**config.mk**
```make
export PLATFORM = sky130hd
export DESIGN_NAME = vic_top
export DESIGN_NICKNAME = d
export VERILOG_FILES = /design/src/hdl/vic_arbiter.v /design/src/hdl/vic_vec_addr.v /design/src/hdl/vic_top.v
export VERILOG_INCLUDE_DIRS = /design/src /design/src/pkg
export SDC_FILE = /design/constraint.sdc
export NUM_CORES = 1
export LEC_CHECK = 0
export BUFFER_PORTS_ARGS = -buffer_cell sky130_fd_sc_hd__clkbuf_2
export CAP_MARGIN = 20
export CORE_AREA = 2 2 295 355
export CTS_BUF_LIST = sky130_fd_sc_hd__clkbuf_4
export CTS_CLUSTER_SIZE = 24
export DETAILED_ROUTE_END_ITERATION = 7
export DIE_AREA = 0 0 297 357
export PLACE_DENSITY = 0.5
export SYNTH_ARGS = -nofsm -noshare
export SYNTH_HDL_FRONTEND = slang
export SYNTH_SLANG_ARGS = --single-unit
```
**constraint.sdc**
```tcl
create_clock -name mclk_i -period 261.3 [get_ports mclk_i]
set_clock_uncertainty 0.1 [all_clocks]
set_input_delay 26.13 -clock mclk_i [delete_from_list [all_inputs] [get_ports mclk_i]]
set_output_delay 26.13 -clock mclk_i [all_outputs]
set_load 0.03 [all_outputs]
```
**src/pkg/vic_regs.vh**
```
// constants for the vectored interrupt controller
// assumes: included by bare name from every design file of the block
`ifndef VIC_REGS_VH
`define VIC_REGS_VH

// source counts and widths
`define VIC_NUM_TRAP 8
`define VIC_NUM_IRQ 118
`define VIC_NUM_VEC 126
`define VIC_VEC_W 7
`define VIC_LVL_W 4
`define VIC_PRIO_W 3
`define VIC_ADDR_W 24
`define VIC_TRAP_IDX_W 3

// table layout, in program memory word addresses
`define VIC_PRI_BASE 24'h000000
`define VIC_FIRST_OFS 24'h000004
`define VIC_RESET_ADDR 24'h000000
`define VIC_IRQ_VEC0 7'h08
`define VIC_VEC_NONE 7'h00
`define VIC_ADDR_PAD 16'h0000

// levels: 0 is off, 1..7 user, traps sit above every user level
`define VIC_LVL_OFF 4'h0
`define VIC_TRAP_LVL_TOP 15
`define VIC_LVL_PAD 1'b0

// fixed latencies in clock cycles
`define VIC_ENTRY_CYC 4'h5
`define VIC_RETURN_CYC 4'h3
`define VIC_CNT_W 4
`define VIC_CNT_ZERO 4'h0
`define VIC_CNT_ONE 4'h1

// sequencer states
`define VIC_ST_W 3
`define VIC_ST_IDLE 3'h0
`define VIC_ST_FETCH 3'h1
`define VIC_ST_LOAD 3'h2
`define VIC_ST_ENTRY 3'h3
`define VIC_ST_SERVICE 3'h4
`define VIC_ST_RETURN 3'h5

`define VIC_TRAP_ONE 8'h01
`define VIC_TRAP_NONE 8'h00

`endif

```
**src/hdl/vic_arbiter.v**
```verilog
// priority resolver: per-entry effective level, then highest level, lowest vector
// assumes: request, enable and priority inputs are stable levels on mclk_i
`timescale 1ns/1ns
`include "vic_regs.vh"

module vic_arbiter (
  // sources
  input wire [`VIC_NUM_IRQ-1:0] irq_req_i,
  input wire [`VIC_NUM_IRQ-1:0] irq_en_i,
  input wire [`VIC_NUM_IRQ*`VIC_PRIO_W-1:0] irq_prio_i,
  input wire [`VIC_NUM_TRAP-1:0] trap_pend_i,
  // winner
  output wire win_valid_o,
  output reg [`VIC_VEC_W-1:0] win_vec_o,
  output reg [`VIC_LVL_W-1:0] win_lvl_o
);

  wire [`VIC_NUM_VEC*`VIC_LVL_W-1:0] lvl_flat;
  integer i;

  genvar g;
  generate
    for (g = 0; g < `VIC_NUM_VEC; g = g + 1) begin : g_ent
      if (g < `VIC_NUM_TRAP) begin : g_trap
        // traps ignore enables and rank by table position
        // work the level out as an integer, then keep only the level field
        localparam integer TRAP_LVL_N = `VIC_TRAP_LVL_TOP - g;
        localparam [`VIC_LVL_W-1:0] TRAP_LVL = TRAP_LVL_N[`VIC_LVL_W-1:0];
        assign lvl_flat[g*`VIC_LVL_W +: `VIC_LVL_W] = trap_pend_i[g] ? TRAP_LVL : `VIC_LVL_OFF;
      end else begin : g_irq
        // level 0 keeps a source out of arbitration
        assign lvl_flat[g*`VIC_LVL_W +: `VIC_LVL_W] =
          (irq_req_i[g-`VIC_NUM_TRAP] & irq_en_i[g-`VIC_NUM_TRAP]) ?
          {`VIC_LVL_PAD, irq_prio_i[(g-`VIC_NUM_TRAP)*`VIC_PRIO_W +: `VIC_PRIO_W]} : `VIC_LVL_OFF;
      end
    end
  endgenerate

  // scan downward with >= so the lowest vector wins a tie, fixed order
  always @* begin
    win_lvl_o = `VIC_LVL_OFF;
    win_vec_o = `VIC_VEC_NONE;
    for (i = `VIC_NUM_VEC - 1; i >= 0; i = i - 1) begin
      if (lvl_flat[i*`VIC_LVL_W +: `VIC_LVL_W] != `VIC_LVL_OFF &&
          lvl_flat[i*`VIC_LVL_W +: `VIC_LVL_W] >= win_lvl_o) begin
        win_lvl_o = lvl_flat[i*`VIC_LVL_W +: `VIC_LVL_W];
        win_vec_o = i[`VIC_VEC_W-1:0];
      end
    end
  end

  assign win_valid_o = (win_lvl_o != `VIC_LVL_OFF);

endmodule

```
**src/hdl/vic_vec_addr.v**
```verilog
// vector entry address: table base plus 4 plus two per vector
// assumes: boot page base is a program memory word address
`timescale 1ns/1ns
`include "vic_regs.vh"

module vic_vec_addr (
  // selection
  input wire [`VIC_VEC_W-1:0] vec_i,
  input wire alt_sel_i,
  input wire boot_seg_present_i,
  input wire [`VIC_ADDR_W-1:0] boot_page_base_i,
  // result
  output wire use_alt_o,
  output wire [`VIC_ADDR_W-1:0] entry_addr_o
);

  wire [`VIC_ADDR_W-1:0] base;

  // without a boot segment there is no alternate table to fall back on
  assign use_alt_o = alt_sel_i & boot_seg_present_i;
  assign base = use_alt_o ? boot_page_base_i : `VIC_PRI_BASE;
  // one word pair per vector, same layout in both tables
  assign entry_addr_o = base + `VIC_FIRST_OFS + {`VIC_ADDR_PAD, vec_i, 1'b0};

endmodule

```
**src/hdl/vic_top.v**
```verilog
// vectored interrupt controller: merges sources, presents one request,
// fetches the 24-bit handler address from the selected table
// assumes: the core answers a request with core_accept_i, returns program
// memory data one cycle after pm_rd_o, and pulses core_return_i on return
`timescale 1ns/1ns
`include "vic_regs.vh"

// Operation
// - all peripheral requests merge into one request to the core
// - sources take one of seven user levels, zero keeps them out
// - equal level ties go to the lower vector, vector 0 first
// - order within one level is fixed, never rotating
// - primary table starts at word address 000004h
// - table holds 126 entries, eight traps then 118 interrupts
// - each entry yields a 24-bit handler address loaded by the core
// - every source owns its own distinct vector entry
// - traps rank oscillator, address, hardware, stack, math, reserved, software, reserved
// - interrupt vector 0 at 000014h, two apart, vector 116 at 0000FCh
// - traps cannot be masked by enables
// - alternate select makes every interrupt and trap use the alternate table
// - alternate table mirrors primary layout, 04h, 14h through FEh
// - alternate table base is the last boot segment page start
// - alternate table exists only with a boot segment present
// - entry and return latencies are fixed cycle counts
// - device reset bypasses the controller, execution starts at 000000h
module vic_top (
  // clock and reset
  input wire mclk_i,
  input wire srst_i,
  // peripheral sources
  input wire [`VIC_NUM_IRQ-1:0] irq_req_i,
  input wire [`VIC_NUM_IRQ-1:0] irq_en_i,
  input wire [`VIC_NUM_IRQ*`VIC_PRIO_W-1:0] irq_prio_i,
  input wire [`VIC_NUM_TRAP-1:0] trap_i,
  // table selection
  input wire alt_table_select_i,
  input wire boot_seg_present_i,
  input wire [`VIC_ADDR_W-1:0] boot_page_base_i,
  // core side
  input wire [`VIC_LVL_W-1:0] cpu_level_i,
  input wire core_accept_i,
  input wire core_return_i,
  input wire [`VIC_ADDR_W-1:0] pm_data_i,
  // request to core
  output reg irq_req_o,
  output reg [`VIC_VEC_W-1:0] irq_vec_o,
  output reg [`VIC_LVL_W-1:0] irq_lvl_o,
  // vector fetch
  output reg pm_rd_o,
  output reg [`VIC_ADDR_W-1:0] pm_addr_o,
  // handler hand-off
  output reg handler_valid_o,
  output reg [`VIC_ADDR_W-1:0] handler_addr_o,
  output reg [`VIC_VEC_W-1:0] taken_vec_o,
  output reg [`VIC_LVL_W-1:0] taken_lvl_o,
  output reg alt_used_o,
  output reg return_done_o,
  // status
  output reg busy_o,
  output reg [`VIC_NUM_TRAP-1:0] trap_pend_o
);

  reg [`VIC_ST_W-1:0] state;
  reg [`VIC_ST_W-1:0] next_state;
  reg [`VIC_CNT_W-1:0] cnt;
  reg [`VIC_CNT_W-1:0] next_cnt;
  reg [`VIC_NUM_TRAP-1:0] trap_pend;
  reg [`VIC_NUM_TRAP-1:0] trap_clr;

  wire win_valid;
  wire [`VIC_VEC_W-1:0] win_vec;
  wire [`VIC_LVL_W-1:0] win_lvl;
  wire use_alt;
  wire [`VIC_ADDR_W-1:0] entry_addr;
  wire take;
  wire win_beats_core;
  wire is_trap;
  wire entry_done;
  wire return_end;

  vic_arbiter u_arb (
    .irq_req_i(irq_req_i),
    .irq_en_i(irq_en_i),
    .irq_prio_i(irq_prio_i),
    .trap_pend_i(trap_pend),
    .win_valid_o(win_valid),
    .win_vec_o(win_vec),
    .win_lvl_o(win_lvl)
  );

  // address follows the presented vector so it is ready at the accept edge
  vic_vec_addr u_addr (
    .vec_i(irq_vec_o),
    .alt_sel_i(alt_table_select_i),
    .boot_seg_present_i(boot_seg_present_i),
    .boot_page_base_i(boot_page_base_i),
    .use_alt_o(use_alt),
    .entry_addr_o(entry_addr)
  );

  // a request is taken only while it stands and the sequencer is idle
  assign take = (state == `VIC_ST_IDLE) & irq_req_o & core_accept_i;
  // core level comparison done here so the core sees a filtered request
  assign win_beats_core = win_valid & (win_lvl > cpu_level_i);
  assign is_trap = (irq_vec_o < `VIC_IRQ_VEC0);
  assign entry_done = (state == `VIC_ST_ENTRY) & (cnt == `VIC_ENTRY_CYC);
  assign return_end = (state == `VIC_ST_RETURN) & (cnt == `VIC_RETURN_CYC);

  // only the trap that was actually taken is retired
  always @* begin
    trap_clr = `VIC_TRAP_NONE;
    if (take && is_trap) begin
      trap_clr = `VIC_TRAP_ONE << irq_vec_o[`VIC_TRAP_IDX_W-1:0];
    end
  end

  // sequencer with fixed counts so entry and return never vary
  always @* begin
    next_state = state;
    next_cnt = cnt;
    case (state)
      `VIC_ST_IDLE: begin
        if (take) begin
          next_state = `VIC_ST_FETCH;
        end
      end
      `VIC_ST_FETCH: begin
        next_state = `VIC_ST_LOAD;
      end
      `VIC_ST_LOAD: begin
        next_state = `VIC_ST_ENTRY;
        next_cnt = `VIC_CNT_ZERO;
      end
      `VIC_ST_ENTRY: begin
        if (entry_done) begin
          next_state = `VIC_ST_SERVICE;
        end else begin
          next_cnt = cnt + `VIC_CNT_ONE;
        end
      end
      `VIC_ST_SERVICE: begin
        if (core_return_i) begin
          next_state = `VIC_ST_RETURN;
          next_cnt = `VIC_CNT_ZERO;
        end
      end
      `VIC_ST_RETURN: begin
        if (return_end) begin
          next_state = `VIC_ST_IDLE;
        end else begin
          next_cnt = cnt + `VIC_CNT_ONE;
        end
      end
      default: begin
        next_state = `VIC_ST_IDLE;
        next_cnt = `VIC_CNT_ZERO;
      end
    endcase
  end

  always @(posedge mclk_i) begin
    if (srst_i) begin
      state <= `VIC_ST_IDLE;
      cnt <= `VIC_CNT_ZERO;
    end else begin
      state <= next_state;
      cnt <= next_cnt;
    end
  end

  // trap events are sticky; a new event in the clearing cycle survives
  always @(posedge mclk_i) begin
    if (srst_i) begin
      trap_pend <= `VIC_TRAP_NONE;
      trap_pend_o <= `VIC_TRAP_NONE;
    end else begin
      trap_pend <= (trap_pend & ~trap_clr) | trap_i;
      trap_pend_o <= (trap_pend & ~trap_clr) | trap_i;
    end
  end

  // presented request: one line plus vector and level, refreshed while idle
  always @(posedge mclk_i) begin
    if (srst_i) begin
      irq_req_o <= 1'b0;
      irq_vec_o <= `VIC_VEC_NONE;
      irq_lvl_o <= `VIC_LVL_OFF;
    end else if (state == `VIC_ST_IDLE && !take) begin
      irq_req_o <= win_beats_core;
      irq_vec_o <= win_vec;
      irq_lvl_o <= win_lvl;
    end else begin
      irq_req_o <= 1'b0;
    end
  end

  // vector entry read, one cycle wide, issued on the accept edge
  always @(posedge mclk_i) begin
    if (srst_i) begin
      pm_rd_o <= 1'b0;
      pm_addr_o <= `VIC_RESET_ADDR;
      alt_used_o <= 1'b0;
      taken_vec_o <= `VIC_VEC_NONE;
      taken_lvl_o <= `VIC_LVL_OFF;
    end else if (take) begin
      pm_rd_o <= 1'b1;
      pm_addr_o <= entry_addr;
      alt_used_o <= use_alt;
      taken_vec_o <= irq_vec_o;
      taken_lvl_o <= irq_lvl_o;
    end else begin
      pm_rd_o <= 1'b0;
    end
  end

  // handler address captured from the entry, released after the fixed count
  always @(posedge mclk_i) begin
    if (srst_i) begin
      handler_addr_o <= `VIC_RESET_ADDR;
      handler_valid_o <= 1'b0;
    end else begin
      if (state == `VIC_ST_LOAD) begin
        handler_addr_o <= pm_data_i;
      end
      handler_valid_o <= entry_done;
    end
  end

  // busy covers the whole take-to-return span; a new request waits for it
  always @(posedge mclk_i) begin
    if (srst_i) begin
      busy_o <= 1'b0;
      return_done_o <= 1'b0;
    end else begin
      return_done_o <= return_end;
      if (take) begin
        busy_o <= 1'b1;
      end else if (return_end) begin
        busy_o <= 1'b0;
      end
    end
  end

endmodule

```
==> impl_metrics.csv <==
group,metric,value,unit
routing,wl,119000,um
routing,via_per_inst,5.37,
synth,synth_cells,3690,
routing,ant_nets,0,
global_route,grt.total_usage,21.2,%
routing,firstDrtPassIters,5,
setup_path,cp_slowest_stage_delay,0.81,ns
min_path,holdCritStartpoint,"handler_addr_o[16]",
sta,slew_viol_final,0,
synth,yosysWarnings,0,
synth,ys_types,115,
cts,root_buffer,"clkbuf_4",
cts,cts_tree,"built",
floorplan,dieHeight,357,um
sta,rsz0062_at_grt,"false",
global_route,grt_antenna_before_repair,65,
setup_path,critical_path_peak_fanout,12,
cts,postCtsHoldBufs,0,
place,gp_routability_congestion,0.929,
setup_path,rr_startpoint,"trap_pend[7]",
sta,fin_tns_setup,0,ns
synth,synthesis.area,0.0254,mm^2
global_route,overflow,0,
routing,routed-wl-met2,58200,um
sta,worstMarginPinSlew,1.11,ns
routing,drc,0,
min_path,holdCritPathClass,"register to register",
cts,ctsHtreeMaxLevel,3,
routing,wl_met1,48700,um
routing,wl_per_cell,20.5,um
setup_path,cp.required,261.57,ns
floorplan,placeableCoreArea,0.103,mm^2
cts,cts_resized,0,
synth,syn_avg_cell_area,6.89,um^2
finish,drive_above_1_share,20.3,%
setup_path,end_kind,"register",
global_route,grt_pass1_vias,30137,
setup_path,crit_path_top_delay_cell,"nor3_1",
place,io_buffers,739,
sta,fin_crit,205.73,ns
setup_path,crit_path_start,"irq_req_i[117]",
sta,min_period_over_period,78.7,%
cts,clockBufferDepth,2,
routing,wl_met3,8550,um
synth,ys_seq_area_share,7.16,%
sta,finalHoldViolations,0,
setup_path,cp-start-kind,"primary input",
finish,syn2layout_area_growth,21.7,%
sta,setup_viol,0,
global_route,grt_max_degree,53,
setup_path,worstSetupPathType,"primary input to register",
cts,worstSkewPairLatency,0.51,ns
floorplan,row_count,129,
synth,async_flop_share,0,%
routing,drtIter0Drc,1738,
routing,vias,31211,
floorplan,dieArea,0.106,mm^2
global_route,grt_pass1_wl,177000,um
floorplan,initial_core_util,24.8,%
synth,ys_seq_elements,91,
run,maxCapViolCount,0,
routing,highest_layer,"met5",
setup_path,crit_top_cell,"ha_1",
place,dpl.hpwl,107000,um
cts,clkTransAtPathRegs,0.17,ns
synth,syn_nets,4753,
cts,cts_buffers,9,
floorplan,io_pins,740,
floorplan,die_x,297,um
cts,clock-sinks,91,
sta,max_freq,0.00486,GHz
finish,nets,5464,
sta,max-slew-margin-rel,25.0,%
cts,post-cts-setup-buffer-count,0,
synth,ys.flop_type,"dfxtp_1",
setup_path,critPathArrivalTime,205.99,ns
status,status,"complete, no violations",
synth,synth_edf_count,0,
placed cells by master (no fill, tap or decap), types with 43 or more instances in the layout:
master,netlist,layout
o21a_1,58,58
nand2_1,464,464
inv_1,168,168
a21o_1,90,90
and2_1,69,69
or3_1,43,43
a31oi_1,56,56
nor3_1,72,71
nand3_1,203,203
ha_1,406,406
o21ai_0,194,194
nor2b_1,95,95
a21oi_1,251,251
nor2_1,273,273
nand2b_1,93,93
clkbuf_2,1,739
dfxtp_1,91,91
a211oi_1,44,44
and3_1,258,258
per-stage QoR:
stage	cells	hold WS, ns	utilization (%)	cell area (um^2)	worst slack (ns)
final	5807	0.364	30.2	31000	55.57
after global routing	5799	0.381	30.2	31000	38.74
after CTS	5778	0.368	30.1	30900	55.83
after detailed placement	5762	0.347	29.9	30700	56.10
after global placement	5759	0.342	29.9	30700	56.97
after floorplan	3690	0.402	-	25400	88.93
cells in the mapped netlist (15+ instances only):
master	n	area, um^2
o21a_1	58	435
nor3_1	72	360
nand2b_1	93	582
o22ai_1	19	119
and2_1	69	432
clkbuf_1	42	158
a22o_1	20	175
mux2i_1	16	160
ha_1	406	5080
nor2_1	273	1020
o21ai_0	194	971
o311ai_1	29	254
o2111ai_1	15	131
nand4_1	41	257
or2_2	24	150
o211ai_1	33	248
dfxtp_1	91	1820
a211oi_1	44	330
a31oi_1	56	350
inv_1	168	631
a21oi_1	251	1260
nand3_1	203	1020
or3_1	43	269
nand2_1	464	1740
nor4_1	16	100
a21o_1	90	676
a21boi_0	20	150
nor2b_1	95	594
o311a_1	32	320
a22oi_1	25	188
o311ai_0	34	298
o21ai_1	27	135
and3_1	258	1610
o31ai_1	22	165
final timing paths:
check | endpoint | slack [ns] | depth (start not counted)
max reg2reg | irq_req_o | 251.70 | 43
max | irq_req_o | 55.57 | 1146
min | handler_addr_o[16] | 0.36 | 2
min reg2reg | handler_addr_o[16] | 0.36 | 2
routing by layer:
layer / vias up / global-route usage, %
li1: 15543 / -
met1: 14384 / 25.0
met2: 1035 / 38.5
met3: 187 / 4.87
met4: 62 / 5.30
met5: - / 0
worst max-delay path, delay by kind of cell:
| kind | cells | cell delay [ns] |
|---|---|---|
| buffers and inverters | 55 | 5.75 |
| adders and majority gates | 171 | 46.32 |
| muxes | 9 | 3.07 |
| AOI/OAI and AO/OA | 497 | 118.65 |
| and+or+nand+nor | 414 | 76.22 |
sequential cells by signal (all words and copies together) (netlist names), 3 cells and up:
name and count:
cnt 4, handler_addr_o 24, irq_lvl_o 4, irq_vec_o 7, pm_addr_o 24, state 3
taken_lvl_o 4, taken_vec_o 7, trap_pend 8
logic make-up after synthesis:
kind of cell,count (synthesis),synth area share (%)
buffers and inverters,226,3.45
AND/OR/NAND/NOR,1731,34.6
multiplexers,30,1.25
flip-flops,91,7.16
AO/OA/AOI/OAI,1183,32.7
adder cells (fa/ha/maj),407,20.0
XOR/XNOR,22,0.757
cell type report:
type | count | area [um^2]
Antenna cell | 26 | 65.1
Timing Repair Buffer | 757 | 3840
Fill cell | 11526 | 71700
Sequential cell | 91 | 1820
Inverter | 169 | 634
Clock buffer | 9 | 67.6
Clock inverter | 7 | 71.3
Tap cell | 1375 | 1720
Multi-Input combinational cell | 3373 | 22700
Power is left out: the tool's default activity adds up to more than one toggle a clock period on the data nets, which glitch-free logic cannot reach.
